File: src/common/adc_trig_params.svh
`ifndef ADC_TRIG_PARAMS_SVH
`define ADC_TRIG_PARAMS_SVH

`define OFF_MODE1_LOW 8'h00
`define OFF_IE_LOW 8'h04
`define OFF_IE_HIGH 8'h08
`define OFF_RDY_LOW 8'h0C
`define OFF_RDY_HIGH 8'h10
`define OFF_LVL_LOW 8'h14
`define OFF_LVL_HIGH 8'h18
`define OFF_IRQ_STAT 8'h1C
`define OFF_IRQ_MASK 8'h20
`define OFF_TRIG_BASE 8'h40
`define TRIG_REG_COUNT 4'hC

`define REG_RESET 16'h0000
`define MODE_IMPL_MASK 16'h0FFF
`define HIGH6_MASK 16'h003F
`define TRIG_IMPL_MASK 16'h1F1F
`define TRIG_HI_LSB 8
`define IRQ_IMPL_MASK 16'h0003
`define IRQ_BIT_RESULT 0
`define IRQ_BIT_RSVD 1

`define TRG_NONE 5'h00
`define TRG_COMMON_SW 5'h01
`define TRG_LEVEL_SW 5'h02
`define TRG_PWM_SPECIAL 5'h04
`define TRG_PWM_PRI_BASE 5'h05
`define TRG_TMR1 5'h0C
`define TRG_TMR2 5'h0D
`define TRG_PWM_SEC_SPECIAL 5'h0E
`define TRG_PWM_SEC_BASE 5'h0F
`define TRG_OC1 5'h16
`define TRG_OC2 5'h17
`define TRG_CLIM_BASE 5'h18
`define TRG_DEDICATED 5'h1F
`define TRG_RESERVED_SET 32'h60300C08

`endif

File: src/common/adc_trig_pkg.sv
package adc_trig_pkg;
  typedef logic [4:0] trig_code_t;
  typedef logic [15:0] reg16_t;
  typedef logic [31:0] src_vec_t;
endpackage

File: src/hw/adc_channel_trigger_irq_regs.sv
// The implementer's own choices: the placing of the registers and register access over Avalon-MM.
`include "adc_trig_params.svh"
`timescale 1ns/1ps
`default_nettype none
module adc_channel_trigger_irq_regs #(
  parameter int NUM_CHAN = 22,
  parameter int ADDR_W = 8
) (
  input wire logic clock,
  input wire logic rst_n,
  input wire logic [ADDR_W-1:0] address,
  input wire logic read,
  input wire logic write,
  input wire logic [31:0] writedata,
  input wire logic [3:0] byteenable,
  output logic [31:0] readdata,
  output logic waitrequest,
  input wire logic [NUM_CHAN-1:0] resultWrite,
  input wire logic [NUM_CHAN-1:0] bufferRead,
  input wire logic swCommonTrig,
  input wire logic swLevelTrig,
  input wire logic pwmSpecialTrig,
  input wire logic [4:0] pwmPrimaryTrig,
  input wire logic timer1Match,
  input wire logic timer2Match,
  input wire logic pwmSecSpecialTrig,
  input wire logic [4:0] pwmSecondaryTrig,
  input wire logic [1:0] ocTrig,
  input wire logic [4:0] currentLimitTrig,
  input wire logic dedicatedTrig,
  output logic [NUM_CHAN-1:0] convStart,
  output logic [5:0] twoInputMode,
  output logic [5:0] signedOut,
  output logic [NUM_CHAN-1:0] channelIrq,
  output logic commonIrq,
  output logic irq
);
  import adc_trig_pkg::*;

  function automatic reg16_t be_merge(input reg16_t old, input reg16_t nw,
                                      input logic [1:0] be);
    be_merge = {be[1] ? nw[15:8] : old[15:8], be[0] ? nw[7:0] : old[7:0]};
  endfunction

  function automatic logic [5:0] odd_bits(input reg16_t v);
    odd_bits = {v[11], v[9], v[7], v[5], v[3], v[1]};
  endfunction

  function automatic logic [5:0] even_bits(input reg16_t v);
    even_bits = {v[10], v[8], v[6], v[4], v[2], v[0]};
  endfunction

  function automatic logic is_reserved(input trig_code_t c);
    logic [31:0] rsv;
    rsv = `TRG_RESERVED_SET;
    is_reserved = rsv[c];
  endfunction

  // register state
  logic waitRequest_q;
  logic [31:0] readData_q;
  reg16_t mode_q;
  logic [NUM_CHAN-1:0] ie_q, lvl_q, ready_q, selPrev_q, convStart_q;
  logic [NUM_CHAN-1:0] chanIrq_q;
  logic commonIrq_q, irq_q;
  logic [5:0] twoInput_q, signed_q;
  logic [1:0] irqStat_q, irqMask_q;
  trig_code_t trig_q [0:23];

  // bus decode
  wire logic [7:0] addr8 = 8'(address);
  wire logic reqPending = (read | write) & waitRequest_q;
  wire logic wrDone = write & ~waitRequest_q;
  wire logic rdDone = read & ~waitRequest_q;
  wire reg16_t wdata = writedata[15:0];
  wire logic [1:0] be = byteenable[1:0];
  wire logic [3:0] trigWord = addr8[5:2];
  wire logic trigHit = (addr8[7:6] == 2'b01) && (addr8[1:0] == 2'b00)
                       && (trigWord < `TRIG_REG_COUNT);
  wire logic [4:0] trigIdx = {trigWord, 1'b0};
  wire logic [4:0] trigIdxHi = {trigWord, 1'b1};
  wire logic hitMode = addr8 == `OFF_MODE1_LOW;
  wire logic hitIeL = addr8 == `OFF_IE_LOW;
  wire logic hitIeH = addr8 == `OFF_IE_HIGH;
  wire logic hitRdyL = addr8 == `OFF_RDY_LOW;
  wire logic hitRdyH = addr8 == `OFF_RDY_HIGH;
  wire logic hitLvlL = addr8 == `OFF_LVL_LOW;
  wire logic hitLvlH = addr8 == `OFF_LVL_HIGH;
  wire logic hitStat = addr8 == `OFF_IRQ_STAT;
  wire logic hitMask = addr8 == `OFF_IRQ_MASK;

  // padded channel vectors, 32 wide so both halves slice cleanly
  wire logic [31:0] iePad = 32'(ie_q);
  wire logic [31:0] lvlPad = 32'(lvl_q);
  wire logic [31:0] rdyPad = 32'(ready_q);
  wire reg16_t trigRead = {3'b000, trig_q[trigIdxHi], 3'b000, trig_q[trigIdx]};

  // unmapped and unimplemented bits read as zero
  wire reg16_t rdSel =
    hitMode ? (mode_q & `MODE_IMPL_MASK) :
    hitIeL ? iePad[15:0] :
    hitIeH ? (iePad[31:16] & `HIGH6_MASK) :
    hitRdyL ? rdyPad[15:0] :
    hitRdyH ? (rdyPad[31:16] & `HIGH6_MASK) :
    hitLvlL ? lvlPad[15:0] :
    hitLvlH ? (lvlPad[31:16] & `HIGH6_MASK) :
    hitStat ? 16'(irqStat_q) :
    hitMask ? 16'(irqMask_q) :
    trigHit ? (trigRead & `TRIG_IMPL_MASK) :
    `REG_RESET;

  // write data prepared per register
  wire reg16_t modeNew = be_merge(mode_q, wdata, be) & `MODE_IMPL_MASK;
  wire reg16_t ieLNew = be_merge(iePad[15:0], wdata, be);
  wire reg16_t ieHNew = be_merge(iePad[31:16], wdata, be) & `HIGH6_MASK;
  wire reg16_t lvlLNew = be_merge(lvlPad[15:0], wdata, be);
  wire reg16_t lvlHNew = be_merge(lvlPad[31:16], wdata, be) & `HIGH6_MASK;
  wire reg16_t trigNew = be_merge(trigRead, wdata, be);
  wire trig_code_t trigLoNew = trigNew[4:0];
  wire trig_code_t trigHiNew = trigNew[`TRIG_HI_LSB+4:`TRIG_HI_LSB];
  wire logic wrTrig = wrDone & trigHit;

  // trigger sources indexed by selector code; reserved slots stay low
  wire src_vec_t srcVec = {dedicatedTrig, 2'b00, currentLimitTrig,
                           ocTrig, 2'b00, pwmSecondaryTrig,
                           pwmSecSpecialTrig, timer2Match, timer1Match,
                           2'b00, pwmPrimaryTrig, pwmSpecialTrig,
                           1'b0, swLevelTrig, swCommonTrig, 1'b0};

  // events for the sticky status register
  wire logic resEvent = |(resultWrite & ie_q);
  wire logic rsvEvent = wrTrig & (is_reserved(trigLoNew)
                        | is_reserved(trigHiNew));
  wire logic [1:0] irqEvents = {rsvEvent, resEvent};
  // cleared as the read is taken, so an event after the copy stays pending
  wire logic statClear = read & reqPending & hitStat;
  // set wins over the read clear so no event is lost
  wire logic [1:0] irqStat_d = (statClear ? 2'b00 : irqStat_q) | irqEvents;
  // a new result beats a same-cycle buffer read
  wire logic [NUM_CHAN-1:0] ready_d = (ready_q & ~bufferRead) | resultWrite;

  logic [NUM_CHAN-1:0] selNow, start_d;
  genvar gi;
  generate
    for (gi = 0; gi < NUM_CHAN; gi++) begin : g_chan
      assign selNow[gi] = srcVec[trig_q[gi]];
      // edge mode fires once per rising edge of the selected source
      assign start_d[gi] = lvl_q[gi] ? selNow[gi] :
                           (selNow[gi] & ~selPrev_q[gi]);
    end
  endgenerate

  // one wait cycle: answer always lands on the second edge of a request
  always_ff @(posedge clock or negedge rst_n) begin
    if (!rst_n) begin
      waitRequest_q <= 1'b1;
      readData_q <= 32'h0000_0000;
    end else begin
      waitRequest_q <= ~reqPending;
      if (reqPending && read) begin
        readData_q <= 32'(rdSel);
      end
    end
  end

  always_ff @(posedge clock or negedge rst_n) begin
    if (!rst_n) begin
      mode_q <= `REG_RESET;
      ie_q <= '0;
      lvl_q <= '0;
      irqMask_q <= 2'b00;
    end else if (wrDone) begin
      if (hitMode) mode_q <= modeNew;
      if (hitIeL) ie_q <= NUM_CHAN'({iePad[31:16], ieLNew});
      if (hitIeH) ie_q <= NUM_CHAN'({ieHNew, iePad[15:0]});
      if (hitLvlL) lvl_q <= NUM_CHAN'({lvlPad[31:16], lvlLNew});
      if (hitLvlH) lvl_q <= NUM_CHAN'({lvlHNew, lvlPad[15:0]});
      if (hitMask) irqMask_q <= be[0] ? wdata[1:0] : irqMask_q;
    end
  end

  // both halves of a pair reload from the merged word
  always_ff @(posedge clock or negedge rst_n) begin
    if (!rst_n) begin
      for (int i = 0; i < 24; i++) trig_q[i] <= `TRG_NONE;
    end else if (wrTrig) begin
      trig_q[trigIdx] <= trigLoNew;
      trig_q[trigIdxHi] <= trigHiNew;
    end
  end

  always_ff @(posedge clock or negedge rst_n) begin
    if (!rst_n) begin
      ready_q <= '0;
      selPrev_q <= '0;
      convStart_q <= '0;
      chanIrq_q <= '0;
      commonIrq_q <= 1'b0;
      irqStat_q <= 2'b00;
      irq_q <= 1'b0;
      twoInput_q <= 6'h00;
      signed_q <= 6'h00;
    end else begin
      ready_q <= ready_d;
      selPrev_q <= selNow;
      convStart_q <= start_d;
      chanIrq_q <= resultWrite & ie_q;
      commonIrq_q <= resEvent;
      irqStat_q <= irqStat_d;
      irq_q <= |(irqStat_q & irqMask_q);
      twoInput_q <= odd_bits(mode_q);
      signed_q <= even_bits(mode_q);
    end
  end

  assign readdata = readData_q;
  assign waitrequest = waitRequest_q;
  assign convStart = convStart_q;
  assign twoInputMode = twoInput_q;
  assign signedOut = signed_q;
  assign channelIrq = chanIrq_q;
  assign commonIrq = commonIrq_q;
  assign irq = irq_q;
endmodule
`default_nettype wire

File: config.mk
export PLATFORM = sky130hd
export DESIGN_NAME = adc_channel_trigger_irq_regs
export DESIGN_NICKNAME = d
export VERILOG_FILES = /design/src/common/adc_trig_pkg.sv /design/src/hw/adc_channel_trigger_irq_regs.sv
export VERILOG_INCLUDE_DIRS = /design/src /design/src/common
export SDC_FILE = /design/constraint.sdc
export NUM_CORES = 1
export LEC_CHECK = 0
export BUFFER_PORTS_ARGS = -buffer_cell sky130_fd_sc_hd__buf_4
export CORE_ASPECT_RATIO = 1.2
export CORE_MARGIN = 3
export CORE_UTILIZATION = 60
export CTS_CLUSTER_SIZE = 24
export DETAILED_ROUTE_END_ITERATION = 10
export PLACE_DENSITY = 0.88
export SLEW_MARGIN = 40
export SYNTH_ARGS = -nofsm -noshare
export SYNTH_HDL_FRONTEND = slang
export SYNTH_SLANG_ARGS = --single-unit
File: constraint.sdc
create_clock -name clock -period 4 [get_ports clock]
set_clock_uncertainty 0.2 [all_clocks]
set_input_delay 0.8 -clock clock [delete_from_list [all_inputs] [get_ports clock]]
set_output_delay 0.8 -clock clock [all_outputs]
set_load 0.03 [all_outputs]
==> results of run 1 <==
-- sequential cells by signal (all words and copies together), names as in the netlist, 2 cells and up --
register	flops
readdata	16
trig_q	120
lvl_q	22
signedOut	6
irqMask_q	2
twoInputMode	6
convStart	22
ready_q	22
channelIrq	22
irqStat_q	2
selPrev_q	22
mode_q	12
ie_q	22
-- cell usage in the layout (no fill, tap or decap), types with 7 or more instances in the layout --
| cell type | n |
|---|---|
| nand3b_1 | 28 |
| a21boi_0 | 7 |
| nor2b_1 | 22 |
| o22ai_1 | 15 |
| a31oi_1 | 13 |
| nor3b_1 | 8 |
| and2_1 | 27 |
| a21o_1 | 25 |
| a21oi_1 | 66 |
| conb_1 | 16 |
| o21ai_1 | 15 |
| o31ai_1 | 7 |
| mux2_2 | 187 |
| clkinv_2 | 7 |
| o211ai_1 | 11 |
| inv_1 | 77 |
| a221oi_1 | 24 |
| a211oi_1 | 29 |
| mux2i_1 | 86 |
| buf_4 | 212 |
| a22oi_1 | 17 |
| clkbuf_16 | 29 |
| nand3_1 | 39 |
| nor2_1 | 82 |
| a311oi_1 | 19 |
| mux4_2 | 79 |
| a22o_1 | 17 |
| nand2_1 | 134 |
| dfrtp_1 | 298 |
| o21ai_0 | 76 |
-- per-layer routing --
layer  vias to the layer above  share of wire
met1                      7615           0.33
met4                         0          0.084
met3                       400           0.13
met2                      1458           0.45
met5                         -              0
li1                       6398              -
-- power by group --
group	internal (W)	switching [W]
Clock	0.00173	0.00121
Combinational	0.000344	0.000573
Sequential	0.00310	0.0000920
-- worst max-delay path: cells and delay by family --
| kind | cells | cell delay [ns] |
|---|---|---|
| buffers and inverters | 2 | 0.49 |
| AOI/OAI and AO/OA | 3 | 0.71 |
| and+or+nand+nor | 4 | 1.50 |
-- final timing paths --
kind	start	end	slack, ns	cells past startpoint
max reg2reg	trig_q[41]	irqStat_q[1]	0.96	8
max	address[2]	irqStat_q[1]	0.77	9
min	rst_n	convStart[1]	0.07	1
max in group asynchronous	rst_n	mode_q[2]	2.55	2
min in group clock	mode_q[3]	twoInputMode[1]	0.20	0
min reg2reg	mode_q[3]	twoInputMode[1]	0.20	0
-- cell families (layout without fill, tap and decap cells) --
logic type               after synthesis  after routing  synth area share
AND/OR/NAND/NOR                      402            402            0.1153
AO/OA/AOI/OAI                        381            381            0.1433
buffers and inverters                252            347           0.06068
multiplexers                         354            354            0.2653
adder cells (fa/ha/maj)                2              2          0.001384
other                                  1             16         0.0002074
flip-flops                           299            299            0.4138
-- layout make-up --
class / count / area [um^2] / area share
clock buffers: 36 / 792.0 / 0.03862
flip-flops and latches: 299 / 7483 / 0.3649
well taps: 390 / 488.0 / 0.02379
repair buffers: 215 / 1647 / 0.08029
multi-input cells: 1155 / 9570 / 0.4667
inverters: 78 / 292.8 / 0.01428
clock inverters: 18 / 234.0 / 0.01141
-- stage by stage --
stage               cells  worst slack [ns]
floorplan            1706            0.5759
CTS                  2191            0.8385
global placement     2137            0.3432
finish               2191            0.7690
detailed placement   2137            0.2771
global route         2191            0.6943
==> metrics, run 1 <==
Seq/Total Area, Yosys=0.4138; worst min path class=in -> async; crit path cell chain=buf_4 > nor2b_1 > a221oi_1 > a31o_1 > buf_4 > or4bb_1 > nand4_1 > nor4_2 > o21ai_2; worst vdd ir=0.3238 mV; Final Hold Fails=0; Global Route met3 Usage=0.1037; gpl congestion=0.9457; vias in the first global route=16,060; P per Cell Area=343.9 mW/mm^2; worst-margin pin slew=0.8409 ns; CORE AREA=0.02970 mm^2; met1 Use GR=0.4397; Vias=15,870; final net count=1,896; met2 Use GR=0.5598; Total GRT Usage=0.3641; floorplan row count=69; Reg clk slew, reported paths=0.07 ns; Yosys top cell area share=0.4124; Worst Setup Path Type=in -> reg; Pins Over Slew Limit=0; post-route ant nets=0; Most used DFF post-synth=dfrtp_1; design area=0.02051 mm^2; die height=196.2 um; fraction of layout cells with a size suffix above 1=0.3082; CP max-delay cell=nor2b_1; Via density=7.244; cell mode on critical path=buf_4; Buffers on Ports=172; initial antenna violation count=0; synth top area cells=dfrtp_1, mux2_2, mux4_2, mux2i_1, nand2_1; Post-DP HPWL=38,510 um; Synth-to-Final Area Change=13.40%; Critical Path End Type=register; synthesized area=0.01808 mm^2; Clock Tree Root=clkbuf_16; Max-Cap Viols=0; Fill cells=1,976; Post-CTS Hold Buffers=0; async set or reset register ratio after synthesis=1.000; die area=0.03227 mm^2; minimum clock period=3.231 ns; Crit Path Max Fanout=14; final wirelength=59,760 um; largest area contributor in the netlist=dfrtp_1; initial core utilization=0.6089; TritonCTS clock tree=built; Antenna Cells=0; DRT iter0 DRCs=2,571; Max Buffers Root-to-Sink=3; status=complete, no violations; Setup Buffers After CTS=0; Mapped Cells=1,691; worst path arrival time=3.52 ns; post-route core utilization=0.6905; Yosys reg bits=299; IO Pins=207; Startpoint Class=primary input; final worst-path cycle share=0.8078; Remaining DRCs=0; static leakage=9.162 nW; CTS Buf Count=29; placed cell area=0.01948 mm^2; most common cell in the netlist=dfrtp_1; Yosys Warn Count=0; drt pass-1 iters=6; routed len/inst=27.27 um; Max Freq=309.5 MHz; most frequent cells after synthesis=dfrtp_1, mux2_2, nand2_1; Final TNS setup=0 ns; Min Hold Slack=0.07409 ns; number of synthesized flops with an enable pin=0; largest net degree at the start of global routing=103; syn avg cell area=10.69 um^2; # setup viols final=0; RSZ-0062 raised after global routing=no; worst skew pair latency=0.56 ns; Netlist cell types=75; width of the die=164.5 um; GRT Max-Usage Layer=met2; GRT overflow=0; first-pass GRT wire length=90,370 um; Worst path max stage delay=0.73 ns; Slew headroom=0.4383; critical path required time=4.29 ns; total power=0.007052 W; Clock Sinks=299; post-cts resize count=0; H-tree Lvls=1
Power figures use the tool's default switching activity.
==> run 2: changes to the inputs <==
--- a/config.mk
+++ b/config.mk
@@ -6,6 +6,7 @@
 export SDC_FILE = /design/constraint.sdc
 export NUM_CORES = 1
 export LEC_CHECK = 0
+export ABC_AREA = 1
 export BUFFER_PORTS_ARGS = -buffer_cell sky130_fd_sc_hd__buf_4
 export CORE_ASPECT_RATIO = 1.2
 export CORE_MARGIN = 3
==> constraint.sdc (replaced) <==
create_clock -name clock -period 3.2 [get_ports clock]
set_clock_uncertainty 0.2 [all_clocks]
set_input_delay 0.64 -clock clock [delete_from_list [all_inputs] [get_ports clock]]
set_output_delay 0.64 -clock clock [all_outputs]
set_load 0.03 [all_outputs]
==> run 2 against run 1 <==
Against the previous run:
- critical path depth is 6 higher
- register-to-register slack got worse by 0.48 ns
- count of clock-buffer cells in the layout increased by 6
- routed wire length up 18%
- setup slack worse by 0.29 ns
- highest routed layer is now met5
==> metrics, run 2 <==
Reg power frac=0.454; Most used DFF post-synth=dfrtp_1; Yosys Warn Count=0; Max Freq=367.6 MHz; width of the die=162.6 um; final net count=2,725; final wirelength=70,610 um; Min Hold Slack=0.03647 ns; top cell family by delay on the critical path=simple AND/OR/NAND/NOR gates; Crit Path Max Fanout=15; Clock Sinks=299; Synth-to-Final Area Change=15.81%; Internal=0.006299 W; H-tree Lvls=1; vias in the first global route=18,270; Post-DP HPWL=48,740 um; Yosys top cell area share=0.4223; die height=193.9 um; final worst-path cycle share=0.8502; syn avg cell area=7.115 um^2; RSZ-0062 raised after global routing=no; synth top area cells=dfrtp_1, nand2_1, o21ai_0, a21oi_1, inv_1; pre-CTS setup slack=0.1966 ns; floorplan row count=68; largest net degree at the start of global routing=67; Pins Over Slew Limit=0; most common cell in the netlist=nand2_1; Startpoint Class=register; minimum clock period=2.721 ns; IO Pins=207; Slew headroom=0.4681; routed len/inst=23.47 um; status=complete, no violations; TritonCTS clock tree=built; Remaining DRCs=0; Yosys reg bits=299; GRT overflow=0; worst r2r path cells=15; Worst Setup Path Type=reg -> reg; number of synthesized flops with an enable pin=0; Logic pwr share=0.132; static leakage=9.622 nW; max reg flops=120; worst skew pair latency=0.58 ns; Buffers on Ports=172; worst hold path depth=2; CP max-delay cell=dfrtp_1; Clock Tree Root=clkbuf_16; # setup viols final=0; gpl congestion=1.050; crit path cell chain=inv_1 > o22ai_1 > o21ai_0 > nand4_1 > nand2_1 > inv_1 > ha_1 > inv_1 > nand3_1 > nand3_1 > nand2_1 > nand2_1 > nand2_1 > nand2_1 > nand2_1; fraction of layout cells with a size suffix above 1=0.1246; Mapped Cells=2,482; drt pass-1 iters=7; Antenna Cells=0; critical path required time=3.46 ns; post-route core utilization=0.7091; die area=0.03154 mm^2; Switch Pwr=0.002442 W; commonest non-fill, non-tap cell in the layout=nand2_1; cell mode on critical path=nand2_1; Final Hold Fails=0; Reg with most FFs=trig_q; initial antenna violation count=1; Netlist cell types=45; Crit. path cell count=15; clock network fraction of total power=0.414; CORE AREA=0.02884 mm^2; P per Cell Area=427.4 mW/mm^2; worst vdd ir=0.4829 mV; initial core utilization=0.6123; Max-Cap Viols=0; post-route ant nets=0; fin worst setup slack=0.4793 ns; synthesized area=0.01766 mm^2; DRT iter0 DRCs=3,081; worst path arrival time=2.98 ns; first-pass GRT wire length=107,100 um; largest area contributor in the netlist=dfrtp_1; Via density=6.451; most frequent cells after synthesis=nand2_1, o21ai_0, dfrtp_1; Total GRT Usage=0.4406; Seq/Total Area, Yosys=0.4238; async set or reset register ratio after synthesis=1.000; Sw Ratio=0.2794; Worst path max stage delay=0.52 ns; Setup Buffers After CTS=0; Buf+Inv Stages, Crit Path=3; worst-margin pin slew=0.7970 ns; CTS Buf Count=31; Reg clk slew, reported paths=0.06 ns; Vias=19,410; worst min path class=in -> reg; most frequent cells in the layout=nand2_1, o21ai_0, dfrtp_1; Max Buffers Root-to-Sink=3; Critical Path End Type=register; Final TNS setup=0 ns
## run 2: power by group through the flow
stage	Sequential, W	Combinational [W]	Clock, W
floorplan	0.00405	0.000517	0
detailed placement	0.00403	0.00110	0
global route	0.00398	0.00121	0.00378
CTS	0.00397	0.00111	0.00362
finish	0.00397	0.00115	0.00362
global placement	0.00403	0.00108	0
## run 2: kinds of logic after synthesis
kind of cell	after synthesis	share of synthesized area
other	1	0.0002124
buffers and inverters	432	0.09926
DFF	299	0.4238
adders and majority gates	2	0.001417
AOI/OAI and AO/OA	878	0.2768
muxes	1	0.0005668
and+or+nand+nor	869	0.1980
## run 2: layout make-up
class	instances	area (um^2)
tap	385	481.7
multi-input combinational	1766	8479
timing repair buffer	270	2125
inverter	239	897.1
clock inverter	8	98.84
sequential	299	7483
fill	2299	8391
clock buffer	42	887.1
## run 2: per-layer routing
metal | global-route usage | part of all wire | vias up | wire [um]
li1 | - | - | 8613 | -
met1 | 0.5681 | 0.35 | 8911 | 24930
met2 | 0.6612 | 0.43 | 1521 | 30650
met3 | 0.1122 | 0.13 | 365 | 9447
met4 | 0.2814 | 0.079 | 2 | 5560
met5 | 0 | 0.00025 | - | 18
## run 2: final timing paths
kind,startpoint,slack [ns],to
min in group asynchronous,rst_n,0.41,channelIrq[15]
worst max-delay path,trig_q[90],0.48,irqStat_q[1]
worst max register to register,trig_q[90],0.48,irqStat_q[1]
worst min-delay path,read,0.04,waitrequest
max in group asynchronous,rst_n,1.58,channelIrq[16]
worst min register to register,mode_q[2],0.21,signedOut[1]
## run 2: timing repair
action / CTS / global route
hold endpoints to repair: 56 / 0
gates resized for setup: 0 / 0
hold buffers: 1 / 0
## run 2: stage by stage
step	total power [W]	instances	cell area, um^2
after floorplan	0.004565	2497	17720
after global placement	0.005113	2958	19460
after detailed placement	0.005131	2958	19460
after CTS	0.008696	3009	20450
after global routing	0.008973	3009	20450
final	0.008742	3009	20450
## run 2: worst register-to-register path, stage by stage (launching register included)
cell	delay, ns
dfrtp_1	0.52
inv_1	0.40
o22ai_1	0.16
o21ai_0	0.26
nand4_1	0.16
nand2_1	0.11
inv_1	0.05
ha_1	0.26
inv_1	0.06
nand3_1	0.08
nand3_1	0.09
nand2_1	0.05
nand2_1	0.07
nand2_1	0.05
nand2_1	0.05
nand2_1	0.05
